--- config.mk ---
export PLATFORM = sky130hd
export DESIGN_NAME = gpev_top
export DESIGN_NICKNAME = d
export VERILOG_FILES = /design/src/core/gpev_pkg.sv /design/src/core/gpev_top.sv /design/src/core/gpev_pin_drive.sv
export VERILOG_INCLUDE_DIRS = /design/src /design/src/core
export SDC_FILE = /design/constraint.sdc
export NUM_CORES = 1
export LEC_CHECK = 0
export ABC_AREA = 0
export BUFFER_PORTS_ARGS = -buffer_cell sky130_fd_sc_hd__clkbuf_2
export CAP_MARGIN = 20
export CORE_ASPECT_RATIO = 0.6
export CORE_MARGIN = 3
export CORE_UTILIZATION = 39
export DETAILED_ROUTE_END_ITERATION = 10
export PLACE_DENSITY = 0.68
export SYNTH_ARGS = -nofsm -noshare
export SYNTH_HDL_FRONTEND = slang
export SYNTH_SLANG_ARGS = --single-unit
--- constraint.sdc ---
create_clock -name CLK_I -period 3.9 [get_ports CLK_I]
set_clock_uncertainty 0.1 [all_clocks]
set_input_delay 1.17 -clock CLK_I [delete_from_list [all_inputs] [get_ports CLK_I]]
set_output_delay 1.17 -clock CLK_I [all_outputs]
set_load 0.005 [all_outputs]
--- src/core/gpev_map.svh ---
// Register offsets, field positions and reset values for the pin event output block.
`ifndef GPEV_MAP_SVH
`define GPEV_MAP_SVH
`define GPEV_OFS_CFG       12'h1e0
`define GPEV_OFS_DATA_DIR  12'h1e4
`define GPEV_OFS_EVENT_IN  12'h1f0
`define GPEV_NPINS         12
`define GPEV_OE_LSB        14
`define GPEV_POL9_BIT      13
`define GPEV_POL8_BIT      12
`define GPEV_BUF_LSB       0
`define GPEV_DIR_LSB       16
`define GPEV_DATA_LSB      0
`define GPEV_INTPOL_LSB    16
`define GPEV_CLREN_LSB     28
`define GPEV_CFG_RESET     32'h0000_3000
`define GPEV_CFG_WMASK     32'h3fff_ffff
`define GPEV_DD_WMASK      32'h0fff_0fff
`define GPEV_DD_RESET      32'h0000_0000
`endif

--- src/core/gpev_pkg.sv ---
// Types shared by the pin event output block.
package gpev_pkg;
  typedef enum logic [1:0] {
    GPEV_IDLE = 2'b00,
    GPEV_DATA = 2'b01
  } gpev_phase_e;
endpackage

--- src/core/gpev_top.sv ---
// Pin configuration registers on AHB-Lite and twelve general purpose pins with event outputs.
// Notes on behaviour
// - Bits 15:14 let pins 9 and 8 carry clock compare events.
// - Enable 0 keeps events off the pin; 1 drives them on.
// - Event enable forces the pin to output; buffer type still applies.
// - Bit 13, reset 1, sets pin 9 event level: 0 low, 1 high.
// - Bit 12, reset 1, sets pin 8 event level: 0 low, 1 high.
// - Bits 11:0, reset 0, pick open-drain (0) or push/pull (1).
// - Open-drain active-low event pin pulls low during event, else floats.
// - Direction bits 27:16, reset 0: 0 input, 1 output.
`timescale 1ns/1ns
`default_nettype none
`include "gpev_map.svh"
module gpev_top #(
  parameter int NPINS = `GPEV_NPINS
) (
  // Clock and reset.
  input  wire logic              CLK_I,
  input  wire logic              SRST_I,
  // AHB-Lite slave.
  input  wire logic              HSEL_I,
  input  wire logic [11:0]       HADDR_I,
  input  wire logic [1:0]        HTRANS_I,
  input  wire logic              HWRITE_I,
  input  wire logic [2:0]        HSIZE_I,
  input  wire logic [31:0]       HWDATA_I,
  input  wire logic              HREADY_I,
  output logic      [31:0]       HRDATA_O,
  output logic                   HREADYOUT_O,
  output logic                   HRESP_O,
  // Compare events from the time stamp unit, bit 1 for pin 9, bit 0 for pin 8.
  input  wire logic [1:0]        EVENT_I,
  // Pins.
  input  wire logic [NPINS-1:0]  PIN_I,
  output logic      [NPINS-1:0]  PIN_O,
  output logic      [NPINS-1:0]  PIN_OE_O
);

  ////////////////////////////////////////////////////////////////////////////
  // State.

  typedef struct packed {
    logic [31:0]          cfg;
    logic [31:0]          data_dir;
    logic [NPINS-1:0]     pin_meta;
    logic [NPINS-1:0]     pin_sync;
    gpev_pkg::gpev_phase_e phase;
    logic                 wr;
    logic [11:0]          addr;
    logic [31:0]          rdata;
  } gpev_state_s;

  gpev_state_s st;
  gpev_state_s next_st;

  logic [NPINS-1:0] pin_direction;
  logic [NPINS-1:0] pin_data;
  logic [NPINS-1:0] pin_buffer_type;
  logic [1:0]       event_en;
  logic             pin9_event_polarity;
  logic             pin8_event_polarity;
  logic [NPINS-1:0] eff_dir;
  logic [31:0]      rd_value;
  logic             start;

  // Word read value, also used for readback of the data field.
  function automatic logic [31:0] read_word(input logic [11:0] a, input gpev_state_s s,
                                            input logic [NPINS-1:0] dir_eff);
    logic [31:0] v;
    v = 32'h0000_0000;
    case (a)
      `GPEV_OFS_CFG: begin
        v = s.cfg;
      end
      `GPEV_OFS_DATA_DIR: begin
        v = s.data_dir;
        // Inputs show the synchronised pin, outputs the last written data.
        v[`GPEV_DATA_LSB +: NPINS] = (s.data_dir[`GPEV_DATA_LSB +: NPINS] & dir_eff)
                                   | (s.pin_sync & ~dir_eff);
      end
      default: begin
        v = 32'h0000_0000;
      end
    endcase
    return v;
  endfunction

  ////////////////////////////////////////////////////////////////////////////
  // Field decode.

  // Event enable and polarity fields steer pins 9 and 8.
  assign event_en            = st.cfg[`GPEV_OE_LSB +: 2];
  assign pin9_event_polarity = st.cfg[`GPEV_POL9_BIT];
  assign pin8_event_polarity = st.cfg[`GPEV_POL8_BIT];
  assign pin_buffer_type     = st.cfg[`GPEV_BUF_LSB +: NPINS];
  assign pin_direction       = st.data_dir[`GPEV_DIR_LSB +: NPINS];
  assign pin_data            = st.data_dir[`GPEV_DATA_LSB +: NPINS];

  // Event enables override the direction of pins 9 and 8.
  always_comb begin
    eff_dir    = pin_direction;
    eff_dir[9] = pin_direction[9] | event_en[1];
    eff_dir[8] = pin_direction[8] | event_en[0];
  end

  ////////////////////////////////////////////////////////////////////////////
  // Bus slave and register update.

  // Read data is taken from the state at the address phase, so a read that follows a write
  // to the same word in the very next cycle still returns the old contents.
  assign start = HSEL_I & HTRANS_I[1] & HREADY_I;
  assign rd_value = read_word({HADDR_I[11:2], 2'b00}, st, eff_dir);

  // Zero wait state slave: writes land in the data phase, reads are latched at address phase.
  always_comb begin
    next_st          = st;
    next_st.pin_meta = PIN_I;
    next_st.pin_sync = st.pin_meta;
    if (st.phase == gpev_pkg::GPEV_DATA && st.wr) begin
      case (st.addr)
        `GPEV_OFS_CFG: begin
          next_st.cfg = HWDATA_I & `GPEV_CFG_WMASK;
        end
        `GPEV_OFS_DATA_DIR: begin
          next_st.data_dir = HWDATA_I & `GPEV_DD_WMASK;
        end
        default: begin
          next_st.cfg = st.cfg;
        end
      endcase
    end
    if (start) begin
      next_st.phase = gpev_pkg::GPEV_DATA;
      next_st.wr    = HWRITE_I;
      next_st.addr  = {HADDR_I[11:2], 2'b00};
      next_st.rdata = HWRITE_I ? st.rdata : rd_value;
    end else begin
      next_st.phase = gpev_pkg::GPEV_IDLE;
      next_st.wr    = 1'b0;
    end
    if (SRST_I) begin
      next_st.cfg      = `GPEV_CFG_RESET;
      next_st.data_dir = `GPEV_DD_RESET;
      next_st.pin_meta = '0;
      next_st.pin_sync = '0;
      next_st.phase    = gpev_pkg::GPEV_IDLE;
      next_st.wr       = 1'b0;
      next_st.addr     = 12'h000;
      next_st.rdata    = 32'h0000_0000;
    end
  end

  // Register the whole state.
  always_ff @(posedge CLK_I) begin
    st <= next_st;
  end

  assign HRDATA_O    = st.rdata;
  assign HREADYOUT_O = 1'b1;
  assign HRESP_O     = 1'b0;

  ////////////////////////////////////////////////////////////////////////////
  // Pin drivers.

  for (genvar i = 0; i < NPINS; i++) begin : g_pin
    logic ev_en;
    logic ev_pol;
    logic ev;
    if (i == 9) begin : g_p9
      assign ev_en  = event_en[1];
      assign ev_pol = pin9_event_polarity;
      assign ev     = EVENT_I[1];
    end else if (i == 8) begin : g_p8
      assign ev_en  = event_en[0];
      assign ev_pol = pin8_event_polarity;
      assign ev     = EVENT_I[0];
    end else begin : g_pn
      assign ev_en  = 1'b0;
      assign ev_pol = 1'b1;
      assign ev     = 1'b0;
    end
    gpev_pin_drive u_drv (
      .dir_i       (pin_direction[i]),
      .data_i      (pin_data[i]),
      .push_pull_i (pin_buffer_type[i]),
      .event_en_i  (ev_en),
      .event_pol_i (ev_pol),
      .event_i     (ev),
      .pin_o       (PIN_O[i]),
      .pin_oe_o    (PIN_OE_O[i])
    );
  end

  ////////////////////////////////////////////////////////////////////////////
  // Checks.

  // Reset is checked one edge after it is sampled, so the unreset power-up state is never seen.
  a_cfg_reset_value: assert property (@(posedge CLK_I)
    SRST_I
      |=> st.cfg == `GPEV_CFG_RESET) else $error("cfg reset wrong");

  // Every pin leaves reset as an undriven input.
  a_dir_reset_zero: assert property (@(posedge CLK_I)
    SRST_I
      |=> PIN_OE_O == '0) else $error("pins driven after reset");

  // A plain input pin never drives.
  a_input_undriven: assert property (@(posedge CLK_I) disable iff (SRST_I)
    !pin_direction[3]
      |-> !PIN_OE_O[3]) else $error("input pin driven");

  // No pin drives unless its direction bit or its event enable makes it an output.
  a_oe_needs_dir: assert property (@(posedge CLK_I) disable iff (SRST_I)
    (PIN_OE_O & ~eff_dir) == '0)
    else $error("pin driven without direction");

  // A push/pull event pin drives whatever its direction bit says, as the event enable forces it out.
  a_event_force_out: assert property (@(posedge CLK_I) disable iff (SRST_I)
    (event_en[1] && pin_buffer_type[9])
      |-> PIN_OE_O[9]) else $error("event not forced out");

  // The same override holds on the lower event pin.
  a_event_en_pin8: assert property (@(posedge CLK_I) disable iff (SRST_I)
    (event_en[0] && pin_buffer_type[8])
      |-> PIN_OE_O[8]) else $error("event not forced out on pin 8");

  // The override keeps the open-drain buffer: an active high event releases the line.
  a_od_event_pol1: assert property (@(posedge CLK_I) disable iff (SRST_I)
    (event_en[1] && !pin_buffer_type[9] && pin9_event_polarity)
      |-> (PIN_OE_O[9] == !EVENT_I[1] && !PIN_O[9])) else $error("od event pol1 wrong");

  // With the enable clear the data bit, not the event, reaches the pin.
  a_event_off_pin: assert property (@(posedge CLK_I) disable iff (SRST_I)
    (!event_en[0] && pin_direction[0+8] && pin_buffer_type[8])
      |-> PIN_O[8] == pin_data[8]) else $error("event leaked onto pin");

  // With the enable clear an input event pin stays undriven.
  a_event_off_pin9: assert property (@(posedge CLK_I) disable iff (SRST_I)
    (!event_en[1] && !pin_direction[9])
      |-> !PIN_OE_O[9]) else $error("event drove input pin 9");

  // Open-drain active low event pulls low only while the event is present.
  a_od_event_low: assert property (@(posedge CLK_I) disable iff (SRST_I)
    (event_en[1] && !pin_buffer_type[9] && !pin9_event_polarity)
      |-> (PIN_OE_O[9] == EVENT_I[1] && !PIN_O[9])) else $error("od event wrong");

  // The same open-drain behaviour on the lower event pin.
  a_od_event_pin8: assert property (@(posedge CLK_I) disable iff (SRST_I)
    (event_en[0] && !pin_buffer_type[8] && !pin8_event_polarity)
      |-> (PIN_OE_O[8] == EVENT_I[0] && !PIN_O[8])) else $error("od event pin 8 wrong");

  // Push/pull event pin shows the polarity-selected level.
  a_pp_event_level: assert property (@(posedge CLK_I) disable iff (SRST_I)
    (event_en[0] && pin_buffer_type[8])
      |-> PIN_O[8] == (EVENT_I[0] ~^ pin8_event_polarity)) else $error("pp event level");

  // The same push/pull level on the upper event pin.
  a_pp_event_pin9: assert property (@(posedge CLK_I) disable iff (SRST_I)
    (event_en[1] && pin_buffer_type[9])
      |-> PIN_O[9] == (EVENT_I[1] ~^ pin9_event_polarity)) else $error("pp event pin 9");

  // Open-drain data pin pulls low for a cleared bit and floats otherwise.
  a_od_data_drive: assert property (@(posedge CLK_I) disable iff (SRST_I)
    (pin_direction[2] && !pin_buffer_type[2])
      |-> (PIN_OE_O[2] == !pin_data[2] && !PIN_O[2])) else $error("od data wrong");

  // Push/pull data pin always drives its data bit.
  a_pp_data_drive: assert property (@(posedge CLK_I) disable iff (SRST_I)
    (pin_direction[5] && pin_buffer_type[5])
      |-> (PIN_OE_O[5] && PIN_O[5] == pin_data[5])) else $error("pp data wrong");

  // A configuration write lands at the end of its data phase.
  a_cfg_write_lands: assert property (@(posedge CLK_I) disable iff (SRST_I)
    (start && HWRITE_I && HADDR_I == `GPEV_OFS_CFG) ##1 !SRST_I
      |=> st.cfg == ($past(HWDATA_I) & `GPEV_CFG_WMASK)) else $error("cfg write lost");

  // A data and direction write lands the same way.
  a_dd_write_lands: assert property (@(posedge CLK_I) disable iff (SRST_I)
    (start && HWRITE_I && HADDR_I == `GPEV_OFS_DATA_DIR) ##1 !SRST_I
      |=> st.data_dir == ($past(HWDATA_I) & `GPEV_DD_WMASK)) else $error("dd write lost");

  // A configuration read returns the contents seen at its address phase.
  a_cfg_read_data: assert property (@(posedge CLK_I) disable iff (SRST_I)
    (start && !HWRITE_I && HADDR_I == `GPEV_OFS_CFG)
      |=> HRDATA_O == $past(st.cfg)) else $error("cfg read data wrong");

  // Read data stands until the next read address phase.
  a_rdata_stands: assert property (@(posedge CLK_I) disable iff (SRST_I)
    !(start && !HWRITE_I)
      |=> $stable(HRDATA_O)) else $error("read data changed");

  // An input pin reads back its synchronised level.
  a_input_readback: assert property (@(posedge CLK_I) disable iff (SRST_I)
    (start && !HWRITE_I && HADDR_I == `GPEV_OFS_DATA_DIR && !eff_dir[0])
      |=> HRDATA_O[0] == $past(st.pin_sync[0])) else $error("input readback wrong");

  // Reserved configuration bits never hold a one.
  a_cfg_reserved: assert property (@(posedge CLK_I) disable iff (SRST_I)
    st.cfg[31:30] == 2'b00)
    else $error("cfg reserved bits set");

  // Reserved data and direction bits never hold a one.
  a_dd_reserved: assert property (@(posedge CLK_I) disable iff (SRST_I)
    (st.data_dir[31:28] == 4'h0 && st.data_dir[15:12] == 4'h0))
    else $error("dd reserved bits set");
endmodule
`default_nettype wire

--- src/core/gpev_pin_drive.sv ---
// Output driver of one general purpose pin: direction, event override and buffer type.
`timescale 1ns/1ns
`default_nettype none
module gpev_pin_drive (
  // Configuration.
  input  wire logic dir_i,
  input  wire logic data_i,
  input  wire logic push_pull_i,
  // Event path.
  input  wire logic event_en_i,
  input  wire logic event_pol_i,
  input  wire logic event_i,
  // Pin.
  output logic      pin_o,
  output logic      pin_oe_o
);
  logic drive_out;
  logic level;

  // Event enable forces output but the buffer type still applies.
  always_comb begin
    drive_out = dir_i | event_en_i;
    level     = event_en_i ? (event_i ~^ event_pol_i)
                           : data_i;
    if (!drive_out) begin
      pin_o    = 1'b0;
      pin_oe_o = 1'b0;
    end else if (push_pull_i) begin
      pin_o    = level;
      pin_oe_o = 1'b1;
    end else begin
      pin_o    = 1'b0;
      pin_oe_o = ~level;
    end
  end
endmodule
`default_nettype wire

==> results.toml <==
[logic_synthesis]
yosys-top-cells-area = "dfxtp_1, mux2i_1, nand2b_1"
yosys_warnings = 0
synth.distinct_cells = 37
syn_inst = 545
synth.cell_area_sq_um = 5431
synth-compound-area-share_pct = 9.445
synth_top_area_share_pct = 44.23
yosysSeqAreaShare_pct = 44.23
synth_area_leader_cell = "dfxtp_1"
synth_fa_ha_area_share_pct = 0
synthArstFlopShare_pct = 0
synth_mux_area_share_pct = 14.37
ys_seq_elements = 120
yosys.cell_count.top_type = "dfxtp_1"
synth-xor-area-share_pct = 0.3225
synth-edff-count = 0
yosys.area_share.simple_pct = 18.91
synthFlopType = "dfxtp_1"
synth_commonest_cells = "dfxtp_1, nand2b_1, mux2i_1, buf_4, nor2b_1"
avgSynthCellArea_sq_um = 9.966
synth_top_family_by_area = "simple AND/OR/NAND/NOR gates"

[clock_network]
path_clk_slew_ps = 60
clk_latency_ps = 410
cts_root_buffer = "clkbuf_16"
numCtsBuffers = 17
clockBufferDepth = 2
cts_setup_buffers = 0
cts.sinks = 120
cts_tree = "done"
post_cts_resized = 0
htreeDepth = 4
ctsHoldBuffers = 0

[layout]
final_area_sq_um = 6295
nNetsFinal = 663
fillCellCount = 1237
area.growth.synth_to_final_pct = 15.90
diodes = 0
drive_gt1_share_pct = 26.15

[route]
wl_um = 12080
ant_nets = 0
viasPerCell = 4.850
route.detailed.drc = 0
vias = 3773
dr.pass1.iters = 4
first_iter_violations = 112
wl_per_cell_um = 15.53

[global_route]
grt_max_degree = 69
antenna_found_initial = 0
grt_first_pass_wirelength_um = 19460
overflow = 0
grt_pass1_vias = 3799
grt.total_usage_pct = 16.08

[placement]
dp_hpwl_um = 7999
place_area_sq_um = 5654
gp_congestion = 0.7486
place_ws_ps = 720.6
io_buffers = 113

[power_and_ir_drop]
powerDensity_nw_per_um2 = 485.3
p_int_mw = 2.421
ir_drop_v = 0.0002326
combPwrFrac_pct = 4.1
p_switching_mw = 0.6335
power_frac_clock_pct = 55.1
seqPwrFrac_pct = 40.8
power.leakage_nw = 2.723
swShare_pct = 20.74

[critical_path]
cp_common_cell = "clkbuf_2"
startpoint_type = "input pin"
critPathMaxStageDelay_ps = 240
end_kind = "output port"
crit_chain = "clkbuf_2 -> xnor2_1 -> mux2i_1 -> o22a_1 -> clkbuf_2"
cp.arrival_ps = 1920
path_class = "in2out"
critPathSlowestCell = "xnor2_1"
critPathMaxFanout = 2
required_ps = 2630

[floorplanning]
core-area_sq_um = 13210
initial_core_util_pct = 41.11
ioPinCount = 126
rows = 32
dieArea_sq_um = 15420
die_x_um = 158.4
die_y_um = 97.41

[sta]
drv_slew = 0
tightest_slew_ps = 624.9
hold_viol_final = 0
setup_slack_ps = 706.3
period_share_pct = 81.89
fmax_mhz = 313.1
slew_headroom_pct = 58.34
finalSetupViolCount = 0
fin_crit_ps = 3194
setup-tns-final_ps = 0
holdWs_ps = 327.1
rsz0062_at_grt = "no"

[hold_path]
hold_class = "reg2reg"

[outcome]
status = "finished, final reports clean"

[run]
cap_violations = 0
kinds of logic (layout without fill, tap and decap cells):
family / Yosys count / count (layout)
multiplexers: 78 / 78
AND/OR/NAND/NOR: 168 / 168
XOR/XNOR: 2 / 2
AO/OA/AOI/OAI: 69 / 69
flip-flops: 120 / 120
buffers and inverters: 106 / 167
other: 2 / 4
worst max-delay path, delay by kind of cell:
kind	cells	cell delay, ps
AOI/OAI and AO/OA	1	190
muxes	1	120
buffers and inverters	2	200
xor gates and xnor gates	1	240
sequential cells by signal (all words and copies together), names as in the netlist:
signal,count
eff_dir,10
pin_direction,2
HRDATA_O,30
g_pin.ev_pol,2
pin_buffer_type,12
pin_data,12
event_en,2
st,50
layout make-up:
type	instances	area, sq um	area share [%]
Sequential cell	120	2402	38.16
Multi-Input combinational cell	321	2365	37.57
Timing Repair Buffer	120	618.1	9.819
Clock buffer	21	470.5	7.474
Tap cell	170	212.7	3.379
Clock inverter	11	170.2	2.703
Inverter	15	56.30	0.8945
final timing paths:
path,end,slack (ps),cells past startpoint,start
max,PIN_OE_O[8],710,5,EVENT_I[0]
min,st[55],330,1,st[67]
max reg2reg,event_en[1],2050,3,st[43]
min reg2reg,st[55],330,1,st[67]
layer usage:
metal,wire [um],vias up,part of all wire (%),GRT usage [%]
met5,0,-,0,0
met2,5260,93,44,23.68
met4,132,0,1.1,5.684
met1,5991,1781,50,22.57
li1,-,1883,-,-
met3,698,16,5.8,4.361
power groups by stage:
stage	sequential [mW]	clock, mW	combinational, mW
finish	1.25	1.68	0.126
detailed placement	1.27	0	0.128
global route	1.25	1.77	0.142
CTS	1.25	1.72	0.128
global placement	1.27	0	0.124
floorplan	1.27	0	0.0786
placed cells by master, fill, tap and decap left out, types with 7 or more instances in the layout:
cell / n
clkbuf_2: 112
inv_1: 15
a22o_1: 10
mux2i_1: 78
o2bb2ai_1: 12
nor2_1: 15
nand2b_1: 80
nand2_1: 22
a21boi_0: 12
a21oi_1: 20
and3_1: 11
nor2b_1: 24
buf_4: 7
a32o_1: 8
dfxtp_1: 120
clkbuf_16: 17
metrics by stage:
stage / utilization, % / std cells / power (mW)
floorplan: - / 547 / 1.350
global placement: 42.79 / 746 / 1.397
detailed placement: 42.79 / 746 / 1.401
CTS: 47.64 / 778 / 3.091
global route: 47.64 / 778 / 3.159
finish: 47.64 / 778 / 3.055
Note: power is estimated with default switching activity, not from simulation.
